File: config.mk
export PLATFORM = sky130hd
export DESIGN_NAME = ssspi_core
export DESIGN_NICKNAME = d
export VERILOG_FILES = /design/src/common/ssspi_pkg.sv /design/src/common/ssspi_if.sv /design/src/hdl/ssspi_apb.sv /design/src/hdl/ssspi_baud.sv /design/src/hdl/ssspi_core.sv
export VERILOG_INCLUDE_DIRS = /design/src /design/src/common
export SDC_FILE = /design/constraint.sdc
export NUM_CORES = 1
export LEC_CHECK = 0
export BUFFER_PORTS_ARGS = -buffer_cell sky130_fd_sc_hd__buf_2
export CORE_MARGIN = 8
export CORE_UTILIZATION = 50
export CTS_BUF_LIST = sky130_fd_sc_hd__clkbuf_8
export CTS_CLUSTER_SIZE = 16
export DETAILED_ROUTE_END_ITERATION = 16
export GPL_ROUTABILITY_DRIVEN = 0
export PLACE_DENSITY = 0.82
export SETUP_SLACK_MARGIN = 0.4
export SYNTH_ARGS = -nofsm -noshare
export SYNTH_HDL_FRONTEND = slang
export SYNTH_SLANG_ARGS = --single-unit
File: constraint.sdc
create_clock -name clk -period 4.64 [get_ports clk]
set_clock_uncertainty 0.2 [all_clocks]
set_input_delay 0.928 -clock clk [delete_from_list [all_inputs] [get_ports clk]]
set_output_delay 0.928 -clock clk [all_outputs]
set_load 0.02 [all_outputs]
File: src/common/ssspi_defines.svh
// Register map, field positions, mode codes and divider counts
// Assumes inclusion by bare name from every design file
`ifndef SSSPI_DEFINES_SVH
`define SSSPI_DEFINES_SVH
`define SSSPI_AW        12
`define SSSPI_ADDR_STAT 12'h000
`define SSSPI_ADDR_CTL  12'h004
`define SSSPI_ADDR_BUF  12'h008
`define SSSPI_ADDR_OD   12'h00c
`define SSSPI_IDX_STAT  2'h0
`define SSSPI_IDX_CTL   2'h1
`define SSSPI_IDX_BUF   2'h2
`define SSSPI_IDX_OD    2'h3
`define SSSPI_C_WRITE_COLLISION_FLAG    7
`define SSSPI_C_OVF     6
`define SSSPI_C_EN      5
`define SSSPI_C_CKP     4
`define SSSPI_C_MODE    3:0
`define SSSPI_S_SMP     7
`define SSSPI_S_CKE     6
`define SSSPI_S_STOP    4
`define SSSPI_S_BF      0
`define SSSPI_OD_SEL    0
`define SSSPI_CTL_RST   8'h00
`define SSSPI_M_DIV4    4'h0
`define SSSPI_M_DIV16   4'h1
`define SSSPI_M_DIV64   4'h2
`define SSSPI_M_TMR     4'h3
`define SSSPI_M_SLV_SS  4'h4
`define SSSPI_M_SLV     4'h5
`define SSSPI_M_DIV8    4'ha
`define SSSPI_HALF_DIV4  6'h02
`define SSSPI_HALF_DIV8  6'h04
`define SSSPI_HALF_DIV16 6'h08
`define SSSPI_HALF_DIV64 6'h20
`define SSSPI_LAST_HALF 4'hf
`define SSSPI_LAST_BIT  4'h7
`endif

File: src/common/ssspi_pkg.sv
// Types shared by the serial port modules
// Assumes nothing beyond a SystemVerilog compiler
package ssspi_pkg;
    typedef enum logic [1:0] {SSSPI_OFF, SSSPI_MASTER, SSSPI_SLAVE}
        ssspi_kind_t;
    typedef struct packed {
        logic [7:0] ctrl;
        logic       sample_phase;
        logic       cke;
        logic       stop;
        logic       bf;
        logic [7:0] rxBuf;
        logic [7:0] sr;
        logic       out;
        logic       samp;
        logic [3:0] cnt;
        logic       busy;
        logic       sckPrev;
        logic       sck;
        logic       od;
        logic       intPulse;
    } ssspi_core_t;
    typedef struct packed {
        logic [5:0] cnt;
        logic       tick;
    } ssspi_baud_t;
    typedef struct packed {
        logic [31:0] rdata;
    } ssspi_apb_t;
endpackage : ssspi_pkg

File: src/common/ssspi_if.sv
// Internal links between the core, its bit-rate divider and bus slave
// Assumes one clock domain shared by all parties
`timescale 1ns/1ns
interface ssspi_if;
    logic       run;
    logic [3:0] mode;
    logic       timerTick;
    logic       halfTick;
    logic       wr;
    logic       rd;
    logic [1:0] idx;
    logic [7:0] wdata;
    logic [7:0] rdata;
    modport baud (input run, mode, timerTick, output halfTick);
    modport apb  (input rdata, output wr, rd, idx, wdata);
    modport core (input halfTick, wr, rd, idx, wdata,
                  output run, mode, timerTick, rdata);
endinterface : ssspi_if

File: src/hdl/ssspi_apb.sv
// APB slave: address decode, strobes and registered read data
// Assumes zero wait states; unmapped addresses answer with pslverr
`timescale 1ns/1ns
`include "ssspi_defines.svh"
module ssspi_apb (
    input  wire logic                   clk,
    input  wire logic                   sys_rst,
    input  wire logic [`SSSPI_AW-1:0]   paddr,
    input  wire logic                   psel,
    input  wire logic                   penable,
    input  wire logic                   pwrite,
    input  wire logic [31:0]            pwdata,
    output logic      [31:0]            prdata,
    output logic                        pready,
    output logic                        pslverr,
    ssspi_if.apb                        bus
);
    ssspi_pkg::ssspi_apb_t st_reg;
    ssspi_pkg::ssspi_apb_t st_next;
    logic                  hit;
    logic [1:0]            idx;

    always_comb begin
        hit = 1'b1;
        case (paddr)
            `SSSPI_ADDR_STAT: idx = `SSSPI_IDX_STAT;
            `SSSPI_ADDR_CTL:  idx = `SSSPI_IDX_CTL;
            `SSSPI_ADDR_BUF:  idx = `SSSPI_IDX_BUF;
            `SSSPI_ADDR_OD:   idx = `SSSPI_IDX_OD;
            default: begin
                idx = `SSSPI_IDX_STAT;
                hit = 1'b0;
            end
        endcase
    end

    always_comb begin
        st_next = st_reg;
        // Read data is captured in the setup cycle
        if (psel && !penable && !pwrite) begin
            st_next.rdata = hit ? {24'h000000, bus.rdata} : 32'h00000000;
        end
    end

    always_ff @(posedge clk) begin
        if (sys_rst) begin
            st_reg <= '0;
        end else begin
            st_reg <= st_next;
        end
    end

    assign prdata    = st_reg.rdata;
    assign pready    = 1'b1;
    assign pslverr   = psel && penable && !hit;
    assign bus.wr    = psel && penable && pwrite && hit;
    assign bus.rd    = psel && penable && !pwrite && hit;
    assign bus.idx   = idx;
    assign bus.wdata = pwdata[7:0];
endmodule : ssspi_apb

File: src/hdl/ssspi_baud.sv
// Half-period tick generator for master serial clock
// Assumes run stays high for the whole transfer
`timescale 1ns/1ns
`include "ssspi_defines.svh"
module ssspi_baud (
    input  wire logic clk,
    input  wire logic sys_rst,
    ssspi_if.baud     bus
);
    ssspi_pkg::ssspi_baud_t st_reg;
    ssspi_pkg::ssspi_baud_t st_next;
    logic [5:0]             halfLen;

    always_comb begin
        case (bus.mode)
            `SSSPI_M_DIV16: halfLen = `SSSPI_HALF_DIV16;
            `SSSPI_M_DIV64: halfLen = `SSSPI_HALF_DIV64;
            `SSSPI_M_DIV8:  halfLen = `SSSPI_HALF_DIV8;
            default:        halfLen = `SSSPI_HALF_DIV4;
        endcase
    end

    always_comb begin
        st_next      = st_reg;
        st_next.tick = 1'b0;
        if (!bus.run) begin
            st_next.cnt = 6'h00;
        end else if (bus.mode == `SSSPI_M_TMR) begin
            // One timer pulse per half period gives timer rate over two
            st_next.tick = bus.timerTick;
        end else if (st_reg.cnt == halfLen - 6'h01) begin
            st_next.tick = 1'b1;
            st_next.cnt  = 6'h00;
        end else begin
            st_next.cnt = st_reg.cnt + 6'h01;
        end
    end

    always_ff @(posedge clk) begin
        if (sys_rst) begin
            st_reg <= '0;
        end else begin
            st_reg <= st_next;
        end
    end

    assign bus.halfTick = st_reg.tick;
endmodule : ssspi_baud

File: src/hdl/ssspi_core.sv
// Synchronous serial port, SPI operation, with APB register access
// Assumes pins sampled on clk; pad logic resolves out/oe pairs
//
// Behaviour
// - Full received byte moves to buffer, then buffer-full and interrupt set.
// - Software buffer write loads the same byte into buffer and shifter.
// - Shifter moves data out and in most significant bit first.
// - Buffer write during a transfer is dropped and collision flag set.
// - Slave byte arriving onto unread buffer sets overflow and is dropped.
// - Master transfers start on buffer write; overflow never set in master.
// - Buffer-full shows a waiting byte; reading the buffer clears it.
// - Enable bit in a valid mode claims data pin, clock pin (master only), select pin (mode 4 only); clear frees them.
// - Stop indicator is cleared whenever the enable bit is clear.
// - Clock polarity bit sets serial clock idle level, one meaning high.
// - Clock edge bit picks active-to-idle or idle-to-active data change.
// - Master samples input at end or middle of output time per sample bit.
// - Mode codes 0, 1, 2 give master at clock over 4, 16, 64.
// - Mode 3 gives master at half timer rate; mode a over 8.
// - Mode 4 slave with select control; mode 5 slave without it.
// - Other mode codes give no serial port behaviour.
// - Control register fully read/write; status low six bits read-only.
// - Shifter is never directly readable or writable by software.
// - Open-drain select lets data and clock outputs drive only low.
// - Slave with select control: low select shifts, high releases data out.
// - Port reset by high select or enable clear zeroes the bit counter.
// - Slave shifts on external clock edges; flag set at last bit.
//
// The implementer's own choices: the register offsets and the APB interface to the registers.
`timescale 1ns/1ns
`include "ssspi_defines.svh"
module ssspi_core (
    input  wire logic                 clk,
    input  wire logic                 sys_rst,
    input  wire logic [`SSSPI_AW-1:0] paddr,
    input  wire logic                 psel,
    input  wire logic                 penable,
    input  wire logic                 pwrite,
    input  wire logic [31:0]          pwdata,
    output logic      [31:0]          prdata,
    output logic                      pready,
    output logic                      pslverr,
    input  wire logic                 timerTick,
    input  wire logic                 sckIn,
    output logic                      sckOut,
    output logic                      sckOe,
    input  wire logic                 sdiIn,
    output logic                      sdoOut,
    output logic                      sdoOe,
    input  wire logic                 slaveSelectN,
    output logic                      portIntFlag,
    output logic                      portActive,
    output logic                      ssPinOwned
);
    ssspi_pkg::ssspi_core_t st_reg;
    ssspi_pkg::ssspi_core_t st_next;
    ssspi_pkg::ssspi_kind_t kind;
    logic                   isMaster;
    logic                   isSlave;
    logic                   ssCtl;
    logic                   ssHigh;
    logic                   sckAct;
    logic                   lead;
    logic                   trail;
    logic                   sampleEdge;
    logic                   changeEdge;
    logic                   wrCtl;
    logic                   wrStat;
    logic                   wrBuf;
    logic                   wrOd;
    logic                   rdBuf;
    logic                   inBit;
    logic                   done;
    logic                   drop;
    logic [7:0]             newByte;
    logic                   sckDrive;
    logic                   sdoDrive;

    ssspi_if bus ();

    ssspi_baud u_baud (
        .clk     (clk),
        .sys_rst (sys_rst),
        .bus     (bus)
    );

    ssspi_apb u_apb (
        .clk     (clk),
        .sys_rst (sys_rst),
        .paddr   (paddr),
        .psel    (psel),
        .penable (penable),
        .pwrite  (pwrite),
        .pwdata  (pwdata),
        .prdata  (prdata),
        .pready  (pready),
        .pslverr (pslverr),
        .bus     (bus)
    );

    // Mode decode; unlisted codes leave the port idle
    always_comb begin
        kind = ssspi_pkg::SSSPI_OFF;
        if (st_reg.ctrl[`SSSPI_C_EN]) begin
            case (st_reg.ctrl[`SSSPI_C_MODE])
                `SSSPI_M_DIV4, `SSSPI_M_DIV16, `SSSPI_M_DIV64: begin
                    kind = ssspi_pkg::SSSPI_MASTER;
                end
                `SSSPI_M_TMR, `SSSPI_M_DIV8: begin
                    kind = ssspi_pkg::SSSPI_MASTER;
                end
                `SSSPI_M_SLV_SS, `SSSPI_M_SLV: begin
                    kind = ssspi_pkg::SSSPI_SLAVE;
                end
                default: begin
                    kind = ssspi_pkg::SSSPI_OFF;
                end
            endcase
        end
    end

    assign isMaster = kind == ssspi_pkg::SSSPI_MASTER;
    assign isSlave  = kind == ssspi_pkg::SSSPI_SLAVE;
    assign ssCtl    = st_reg.ctrl[`SSSPI_C_MODE] == `SSSPI_M_SLV_SS;
    assign ssHigh   = isSlave && ssCtl && slaveSelectN;

    // Slave clock edges, relative to the programmed idle level
    assign sckAct     = sckIn ^ st_reg.ctrl[`SSSPI_C_CKP];
    assign lead       = sckAct && !st_reg.sckPrev;
    assign trail      = !sckAct && st_reg.sckPrev;
    assign sampleEdge = st_reg.cke ? lead : trail;
    assign changeEdge = st_reg.cke ? trail : lead;

    assign wrCtl  = bus.wr && bus.idx == `SSSPI_IDX_CTL;
    assign wrStat = bus.wr && bus.idx == `SSSPI_IDX_STAT;
    assign wrBuf  = bus.wr && bus.idx == `SSSPI_IDX_BUF;
    assign wrOd   = bus.wr && bus.idx == `SSSPI_IDX_OD;
    assign rdBuf  = bus.rd && bus.idx == `SSSPI_IDX_BUF;

    assign newByte = {st_reg.sr[6:0], inBit};
    assign drop    = isSlave && st_reg.bf && !rdBuf;

    always_comb begin
        st_next          = st_reg;
        st_next.intPulse = 1'b0;
        st_next.sckPrev  = sckAct;
        done             = 1'b0;
        inBit            = sdiIn;
        if (wrCtl) begin
            st_next.ctrl = bus.wdata;
        end
        if (wrStat) begin
            st_next.sample_phase = bus.wdata[`SSSPI_S_SMP];
            st_next.cke = bus.wdata[`SSSPI_S_CKE];
        end
        if (wrOd) begin
            st_next.od = bus.wdata[`SSSPI_OD_SEL];
        end
        if (rdBuf) begin
            st_next.bf = 1'b0;
        end
        // Master: even half ends at mid-bit, odd half ends at bit end
        if (isMaster && st_reg.busy && bus.halfTick) begin
            st_next.cnt = st_reg.cnt + 4'h1;
            if (!st_reg.cnt[0]) begin
                if (!st_reg.sample_phase) begin
                    st_next.samp = sdiIn;
                end
            end else begin
                inBit       = st_reg.sample_phase ? sdiIn : st_reg.samp;
                st_next.sr  = {st_reg.sr[6:0], inBit};
                st_next.out = st_reg.sr[6];
                done        = st_reg.cnt == `SSSPI_LAST_HALF;
            end
        end
        // Slave: shift on the external clock while selected
        if (isSlave && !ssHigh) begin
            if (sampleEdge) begin
                st_next.sr   = {st_reg.sr[6:0], sdiIn};
                st_next.cnt  = st_reg.cnt + 4'h1;
                st_next.busy = 1'b1;
                done         = st_reg.cnt == `SSSPI_LAST_BIT;
            end
            if (changeEdge) begin
                st_next.out = st_reg.sr[7];
                // Closing edge after the eighth sample must not reopen
                if (!st_reg.cke) begin
                    st_next.busy = 1'b1;
                end
            end
        end
        if (done) begin
            st_next.busy     = 1'b0;
            st_next.cnt      = 4'h0;
            st_next.intPulse = 1'b1;
            if (drop) begin
                st_next.ctrl[`SSSPI_C_OVF] = 1'b1;
            end else begin
                st_next.rxBuf = {st_reg.sr[6:0], inBit};
                st_next.bf    = 1'b1;
            end
        end
        if (wrBuf) begin
            if (st_reg.busy) begin
                // Hardware sets it only here; software owns the clear
                st_next.ctrl[`SSSPI_C_WRITE_COLLISION_FLAG] = 1'b1;
            end else begin
                st_next.rxBuf = bus.wdata;
                st_next.sr    = bus.wdata;
                st_next.out   = bus.wdata[7];
                st_next.cnt   = 4'h0;
                st_next.busy  = st_next.busy || isMaster;
            end
        end
        if (!(isMaster || isSlave) || ssHigh) begin
            st_next.cnt  = 4'h0;
            st_next.busy = 1'b0;
        end
        if (!st_reg.ctrl[`SSSPI_C_EN]) begin
            st_next.stop = 1'b0;
        end
        if (isMaster && st_next.busy) begin
            st_next.sck = st_next.ctrl[`SSSPI_C_CKP]
                ^ (st_next.cke ? st_next.cnt[0] : !st_next.cnt[0]);
        end else begin
            st_next.sck = st_next.ctrl[`SSSPI_C_CKP];
        end
    end

    always_ff @(posedge clk) begin
        if (sys_rst) begin
            st_reg <= '0;
        end else begin
            st_reg <= st_next;
        end
    end

    // Register read view; the shifter itself has no address
    always_comb begin
        case (bus.idx)
            `SSSPI_IDX_STAT: bus.rdata = {st_reg.sample_phase, st_reg.cke, 1'b0,
                                          st_reg.stop, 3'h0, st_reg.bf};
            `SSSPI_IDX_CTL:  bus.rdata = st_reg.ctrl;
            `SSSPI_IDX_BUF:  bus.rdata = st_reg.rxBuf;
            default:         bus.rdata = {7'h00, st_reg.od};
        endcase
    end

    assign bus.run       = isMaster && st_reg.busy;
    assign bus.mode      = st_reg.ctrl[`SSSPI_C_MODE];
    assign bus.timerTick = timerTick;

    // Pins belong to the port only while enabled in a valid mode
    assign sckDrive = isMaster;
    assign sdoDrive = isMaster || (isSlave && !ssHigh);
    // Open drain: drive low only, release for high
    assign sckOut = st_reg.od ? 1'b0 : st_reg.sck;
    assign sckOe  = sckDrive && !(st_reg.od && st_reg.sck);
    assign sdoOut = st_reg.od ? 1'b0 : st_reg.out;
    assign sdoOe  = sdoDrive && !(st_reg.od && st_reg.out);

    assign portIntFlag = st_reg.intPulse;
    assign portActive  = st_reg.ctrl[`SSSPI_C_EN];
    assign ssPinOwned  = isSlave && ssCtl;
endmodule : ssspi_core

==> flow_summary.yaml, run 1 <==
cells_and_area:
  largest_reg_flops: 25
  layout.nets: 445
  drive_gt1_frac: 0.170
  diodes: 0
  syn_to_final_growth_pct: 8.23
routing:
  vias_per_cell: 5.54
  drt_iter0_markers: 147
  wl_met3_microns: 885
  post_drt_wl_per_cell_microns: 15.1
  dr.pass1.iters: 4
  met2_length_microns: 3060
  drc: 0
  drt-met1-wl_microns: 2880
  wirelength_microns: 6970
  highest_layer: "met4"
  vias: 2564
  postRouteAntennaNets: 0
grt:
  grt_pass1_wl_microns: 11000
  grt_antenna_before_repair: 0
  grt_max_degree: 38
  overflow: 0
  grt_usage: 0.154
  grt_pass1_vias: 2385
logic_synthesis:
  ys_async_sr_fraction: 0
  synthesis.area_sq_um: 3030
  synth-seq-area-share: 0.351
  synthFlopType: "dfxtp_1"
  synth-edff-count: 0
  synthCells: 352
  synth_area_per_cell_sq_um: 8.60
  ys_warn_count: 0
  post_synth_num_cell_types: 54
  synth_seq_cells: 53
critical_path:
  slowest_delay_ps: 550
  crit_path_end_kind: "output pin"
  startpoint_type: "flip-flop"
  cp_max_fo: 9
  slowest_stage: "dfxtp_1"
  path_cells: "nand2b_1, nand2_1, and3b_1, inv_1, ha_1, a21boi_0, buf_4, nor2_1, a21oi_1, buf_2"
  cp.arrival_ps: 2400
  cp.required_ps: 3510
  path_buf_inv: 3
  worstSetupPathType: "reg -> out"
  cp_top_family: "flip-flops"
timing:
  drv_slew: 0
  rsz0062_at_grt: "no"
  setup_viol: 0
  hold_violations: 0
  holdWs_ps: 255
  setup_slack_ps: 1110
  post-route-min-period_ps: 3530
  slew_headroom: 0.570
  worst_slew_pin_slew_ps: 643
  fin_setup_tns_ps: 0
  timing.fmax_ghz: 0.283
  fin_crit_sh: 0.761
hold_path:
  hold_class: "reg -> reg"
clock_network:
  hold_buffers: 0
  cts_max_level: 2
  cts_tree: "yes"
  clockBufferDepth: 2
  clk_latency_ps: 320
  numCtsBuffers: 5
  clock-sinks: 53
  cts-root-buf: "clkbuf_8"
  cts_setup_buffers: 0
  clk_pin_slew_ps: 100
  ctsResizeCount: 0
placement:
  dp_slack_ps: 1080
  dp_hpwl_microns: 5440
  io_buffers: 44
die:
  start_util: 0.514
  io_pins: 94
  dieHeight_microns: 93.8
  placementRows: 28
  fp.dieW_microns: 93.8
  dieArea_sq_um: 8800
  core_sq_um: 5890
run_status:
  status: "finished clean"
pwr:
  power_density_nw_per_um2: 243
  power.leakage_nw: 1.32
  vdd_ir_drop_max_uv: 125
  total_power_w: 0.000795
run:
  cap_violations: 0
routing by layer:
metal,vias up,GRT usage
met1,1176,0.185
met5,-,0
li1,1257,-
met2,116,0.246
met3,15,0.0544
met4,0,0.0581
cell usage in the layout (no fill, tap or decap), types with 2 or more instances in the layout:
cell type  instances
mux2_4             2
o21bai_1           7
buf_2             44
nand2_1           26
mux2_2             2
nand2b_1           5
nand3b_1           3
nor2_1            31
o21ai_0            5
xor2_1             9
nand3_1           18
a21boi_0           2
and2_1             4
a22o_1             5
and3b_1            2
dfxtp_1           53
a311oi_1           2
mux2i_1           30
buf_4              2
xnor2_1            5
conb_1            25
ha_1               5
and3_1             6
inv_6              3
nand4_1            7
nor2b_1            9
a21o_1             2
a21oi_1           34
nor3_1             7
inv_1              5
clkbuf_8           5
nor4_1             2
final timing paths:
check | start | endpoint | slack [ps] | depth (start not counted)
min reg2reg | u_apb.prdata[0]$_SDFFE_PP0P_ | u_apb.prdata[0]$_SDFFE_PP0P_ | 260 | 2
max | bus.mode[0]$_SDFFE_PP0P_ | sdoOe | 1110 | 10
max reg2reg | bus.mode[0]$_SDFFE_PP0P_ | st_reg[19]$_SDFF_PP0_ | 1340 | 11
min | u_apb.prdata[0]$_SDFFE_PP0P_ | u_apb.prdata[0]$_SDFFE_PP0P_ | 260 | 2
worst min-delay path: stages (launching register included):
cell     delay, ps
dfxtp_1        320
nand2_1         50
a21oi_1         50
Yosys cell counts, types with 7 or more instances:
library cell  instances  area, sq um
nand2_1              26         97.6
nor2b_1               9         56.3
buf_4                25          188
mux2i_1              30          300
clkbuf_1              9         33.8
nand3_1              18         90.1
a21oi_1              34          170
dfxtp_1              53         1060
nor3_1                7         35.0
o21bai_1              7         52.6
nand4_1               7         43.8
xor2_1                9         78.8
nor2_1               31          116
area by class of cell:
type	instances	area [sq um]
tap	75	93.8
multi-input combinational	276	1770
fill	534	2610
inverter	5	18.8
clock inverter	3	26.3
clock buffer	5	68.8
timing repair buffer	46	235
sequential	53	1060
cells by family after synthesis:
logic type / share of synthesized area
xor+xnor: 0.0405
other cells: 0.00248
simple gates: 0.221
fa+ha+maj: 0.0207
compound gates: 0.145
mux: 0.128
flops: 0.351
buf+inv: 0.0926
stage by stage:
stage          utilization  cells  instance area (sq um)
3_5_place_dp         0.540    455                   3180
5_1_grt              0.557    463                   3280
4_1_cts              0.557    463                   3280
2_1_floorplan            -    375                   3110
3_3_place_gp         0.540    455                   3180
6_report             0.557    463                   3280
where the power goes:
group          switching [W]   total, W  internal, W
Combinational      0.0000445  0.0000626    0.0000181
Clock               0.000164   0.000276     0.000112
Sequential       0.000000739   0.000456     0.000456
Total               0.000209   0.000795     0.000586
Power figures use the tool's default switching activity.
==> inputs of run 2 (changes only) <==
==> constraint.sdc (replaced) <==
create_clock -name clk -period 3.61 [get_ports clk]
set_clock_uncertainty 0.2 [all_clocks]
set_input_delay 0.722 -clock clk [delete_from_list [all_inputs] [get_ports clk]]
set_output_delay 0.722 -clock clk [all_outputs]
set_load 0.02 [all_outputs]
==> flow_summary.yaml, run 2 (synthesized netlist as in run 1, its figures left out) <==
critical_path:
  crit-reg2reg-capture: "st_reg[2]$_SDFF_PP0_"
  worstSetupPathType: "reg -> reg"
  cp_top_family: "simple AND/OR/NAND/NOR gates"
  path_buf_inv: 0
  crit_path_end_kind: "flip-flop"
  path_cells: "nand2b_1, nand2_1, and3b_1, ha_1, nand4_1, nor2_1, o21ai_1, nand2_1, nor4b_1, nor3_1, mux2_1"
  cp_max_fo: 9
  r2r_slack_ps: 560
  cpMostUsedCell: "nand2_1"
  r2r_cells: 11
  crit-reg2reg-launch: "bus.mode[1]$_SDFFE_PP0P_"
  slowest_delay_ps: 440
  slowest_stage: "dfxtp_2"
  cp.required_ps: 3620
  cp.arrival_ps: 3060
  startpoint_type: "flip-flop"
die:
  start_util: 0.514
  fp.dieW_microns: 93.8
  placementRows: 28
  io_pins: 94
  core_sq_um: 5890
  dieHeight_microns: 93.8
  dieArea_sq_um: 8800
clock_network:
  cts_max_level: 2
  clk_pin_slew_ps: 100
  clockBufferDepth: 2
  clk_latency_ps: 320
  cts_setup_buffers: 0
  cts-root-buf: "clkbuf_8"
  numCtsBuffers: 5
  cts_tree: "yes"
  clock-sinks: 53
routing:
  vias_per_cell: 5.42
  postRouteAntennaNets: 0
  dr.pass1.iters: 5
  wirelength_microns: 7220
  drt_iter0_markers: 155
  post_drt_wl_per_cell_microns: 15.4
  drc: 0
  vias: 2546
pwr:
  power_density_nw_per_um2: 311
  pwr-share-seq: 0.566
  combPwrFrac: 0.078
  total_power_w: 0.00104
  power.leakage_nw: 1.36
  power_frac_clock: 0.356
  vdd_ir_drop_max_uv: 157
  netSwitchingFraction: 0.258
  power_switching_w: 0.000268
  p_int_w: 0.000769
timing:
  fin_crit_sh: 0.845
  worst_slew_pin_slew_ps: 617
  rsz0062_at_grt: "no"
  drv_slew: 0
  setup_viol: 0
  post-route-min-period_ps: 3050
  fin_setup_tns_ps: 0
  timing.fmax_ghz: 0.328
  hold_violations: 0
  slew_headroom: 0.588
hold_path:
  min_from: "u_apb.prdata[6]$_SDFFE_PP0P_"
  hold_class: "reg -> reg"
  hold_depth: 2
  min_to: "u_apb.prdata[6]$_SDFFE_PP0P_"
cells_and_area:
  syn_to_final_growth_pct: 10.2
  finalInstanceArea_sq_um: 3340
  layout.nets: 452
  largest_reg_flops: 25
  mostFrequentLayoutCells: "51 x dfxtp_1, 44 x buf_2, 34 x a21oi_1, 31 x nor2_1, 30 x mux2i_1"
  diodes: 0
  layout.cells.non_filler: 470
  drive_gt1_frac: 0.190
  fillers: 551
  mostFrequentLayoutCell: "dfxtp_1"
run:
  cap_violations: 0
grt:
  grt_antenna_before_repair: 0
  grt_pass1_vias: 2432
  overflow: 0
  grt_pass1_wl_microns: 11700
  grt_usage: 0.166
  grt_max_degree: 38
placement:
  io_buffers: 44
  place_area_sq_um: 3230
  dp_cells: 462
  dp_hpwl_microns: 5630
run_status:
  status: "finished clean"
run 2: changes by cell type in the layout (fill, tap and decap cells not counted), sizes merged:
cell,change
inv,-2
buf,+7
clkbuf,+1
clkinv,+1
run 2: power by group through the flow:
stage               logic [W]  clock network [W]  registers (W)
finish              0.0000813           0.000369       0.000587
global route        0.0000888           0.000394       0.000587
CTS                 0.0000801           0.000372       0.000587
detailed placement  0.0000795                  0       0.000600
global placement    0.0000783                  0       0.000600
floorplan           0.0000746                  0       0.000600
run 2: worst max path at each step:
| stage | slack, ps | startpoint | endpoint | cells after the start |
|---|---|---|---|---|
| global route | 410 | bus.mode[1]$_SDFFE_PP0P_ | st_reg[2]$_SDFF_PP0_ | 11 |
| finish | 560 | bus.mode[1]$_SDFFE_PP0P_ | st_reg[2]$_SDFF_PP0_ | 11 |
| detailed placement | 520 | bus.mode[1]$_SDFFE_PP0P_ | st_reg[2]$_SDFF_PP0_ | 11 |
| floorplan | 630 | sckIn | st_reg[19]$_SDFF_PP0_ | 7 |
| CTS | 480 | bus.mode[1]$_SDFFE_PP0P_ | st_reg[2]$_SDFF_PP0_ | 11 |
| global placement | 590 | bus.mode[1]$_SDFFE_PP0P_ | st_reg[2]$_SDFF_PP0_ | 11 |
run 2: layout make-up:
class,instances,area [sq um],area share
Multi-Input combinational cell,276,1770,0.531
Tap cell,75,93.8,0.0281
Timing Repair Buffer,53,288,0.0863
Clock buffer,6,82.6,0.0248
Sequential cell,53,1060,0.319
Clock inverter,2,17.5,0.00525
Inverter,5,18.8,0.00563
run 2: metal layers:
layer	part of all wire	track usage	vias to the layer above
met1	0.43	0.209	1156
met2	0.44	0.257	104
li1	-	-	1273
met5	0	0	-
met3	0.11	0.0496	13
met4	0.019	0.0674	0
run 2: worst reg2reg max path: stages, from the launching register on:
cell and delay, ps:
dfxtp_2 440, nand2b_1 120, nand2_1 80, and3b_1 190, ha_1 330, nand4_1 340
nor2_1 210, o21ai_1 180, nand2_1 160, nor4b_1 70, nor3_1 280, mux2_1 350
run 2: per-stage QoR:
stage	hold WS, ps	utilization	setup WS [ps]
2_1_floorplan	259	-	630
3_5_place_dp	248	0.549	516
5_1_grt	279	0.567	413
4_1_cts	262	0.566	481
3_3_place_gp	238	0.549	587
6_report	261	0.567	561
run 2: timing repair:
item                       4_1_cts  5_1_grt
hold buffers                     0        0
setup endpoints to repair        0        7
gates resized for setup          0        2
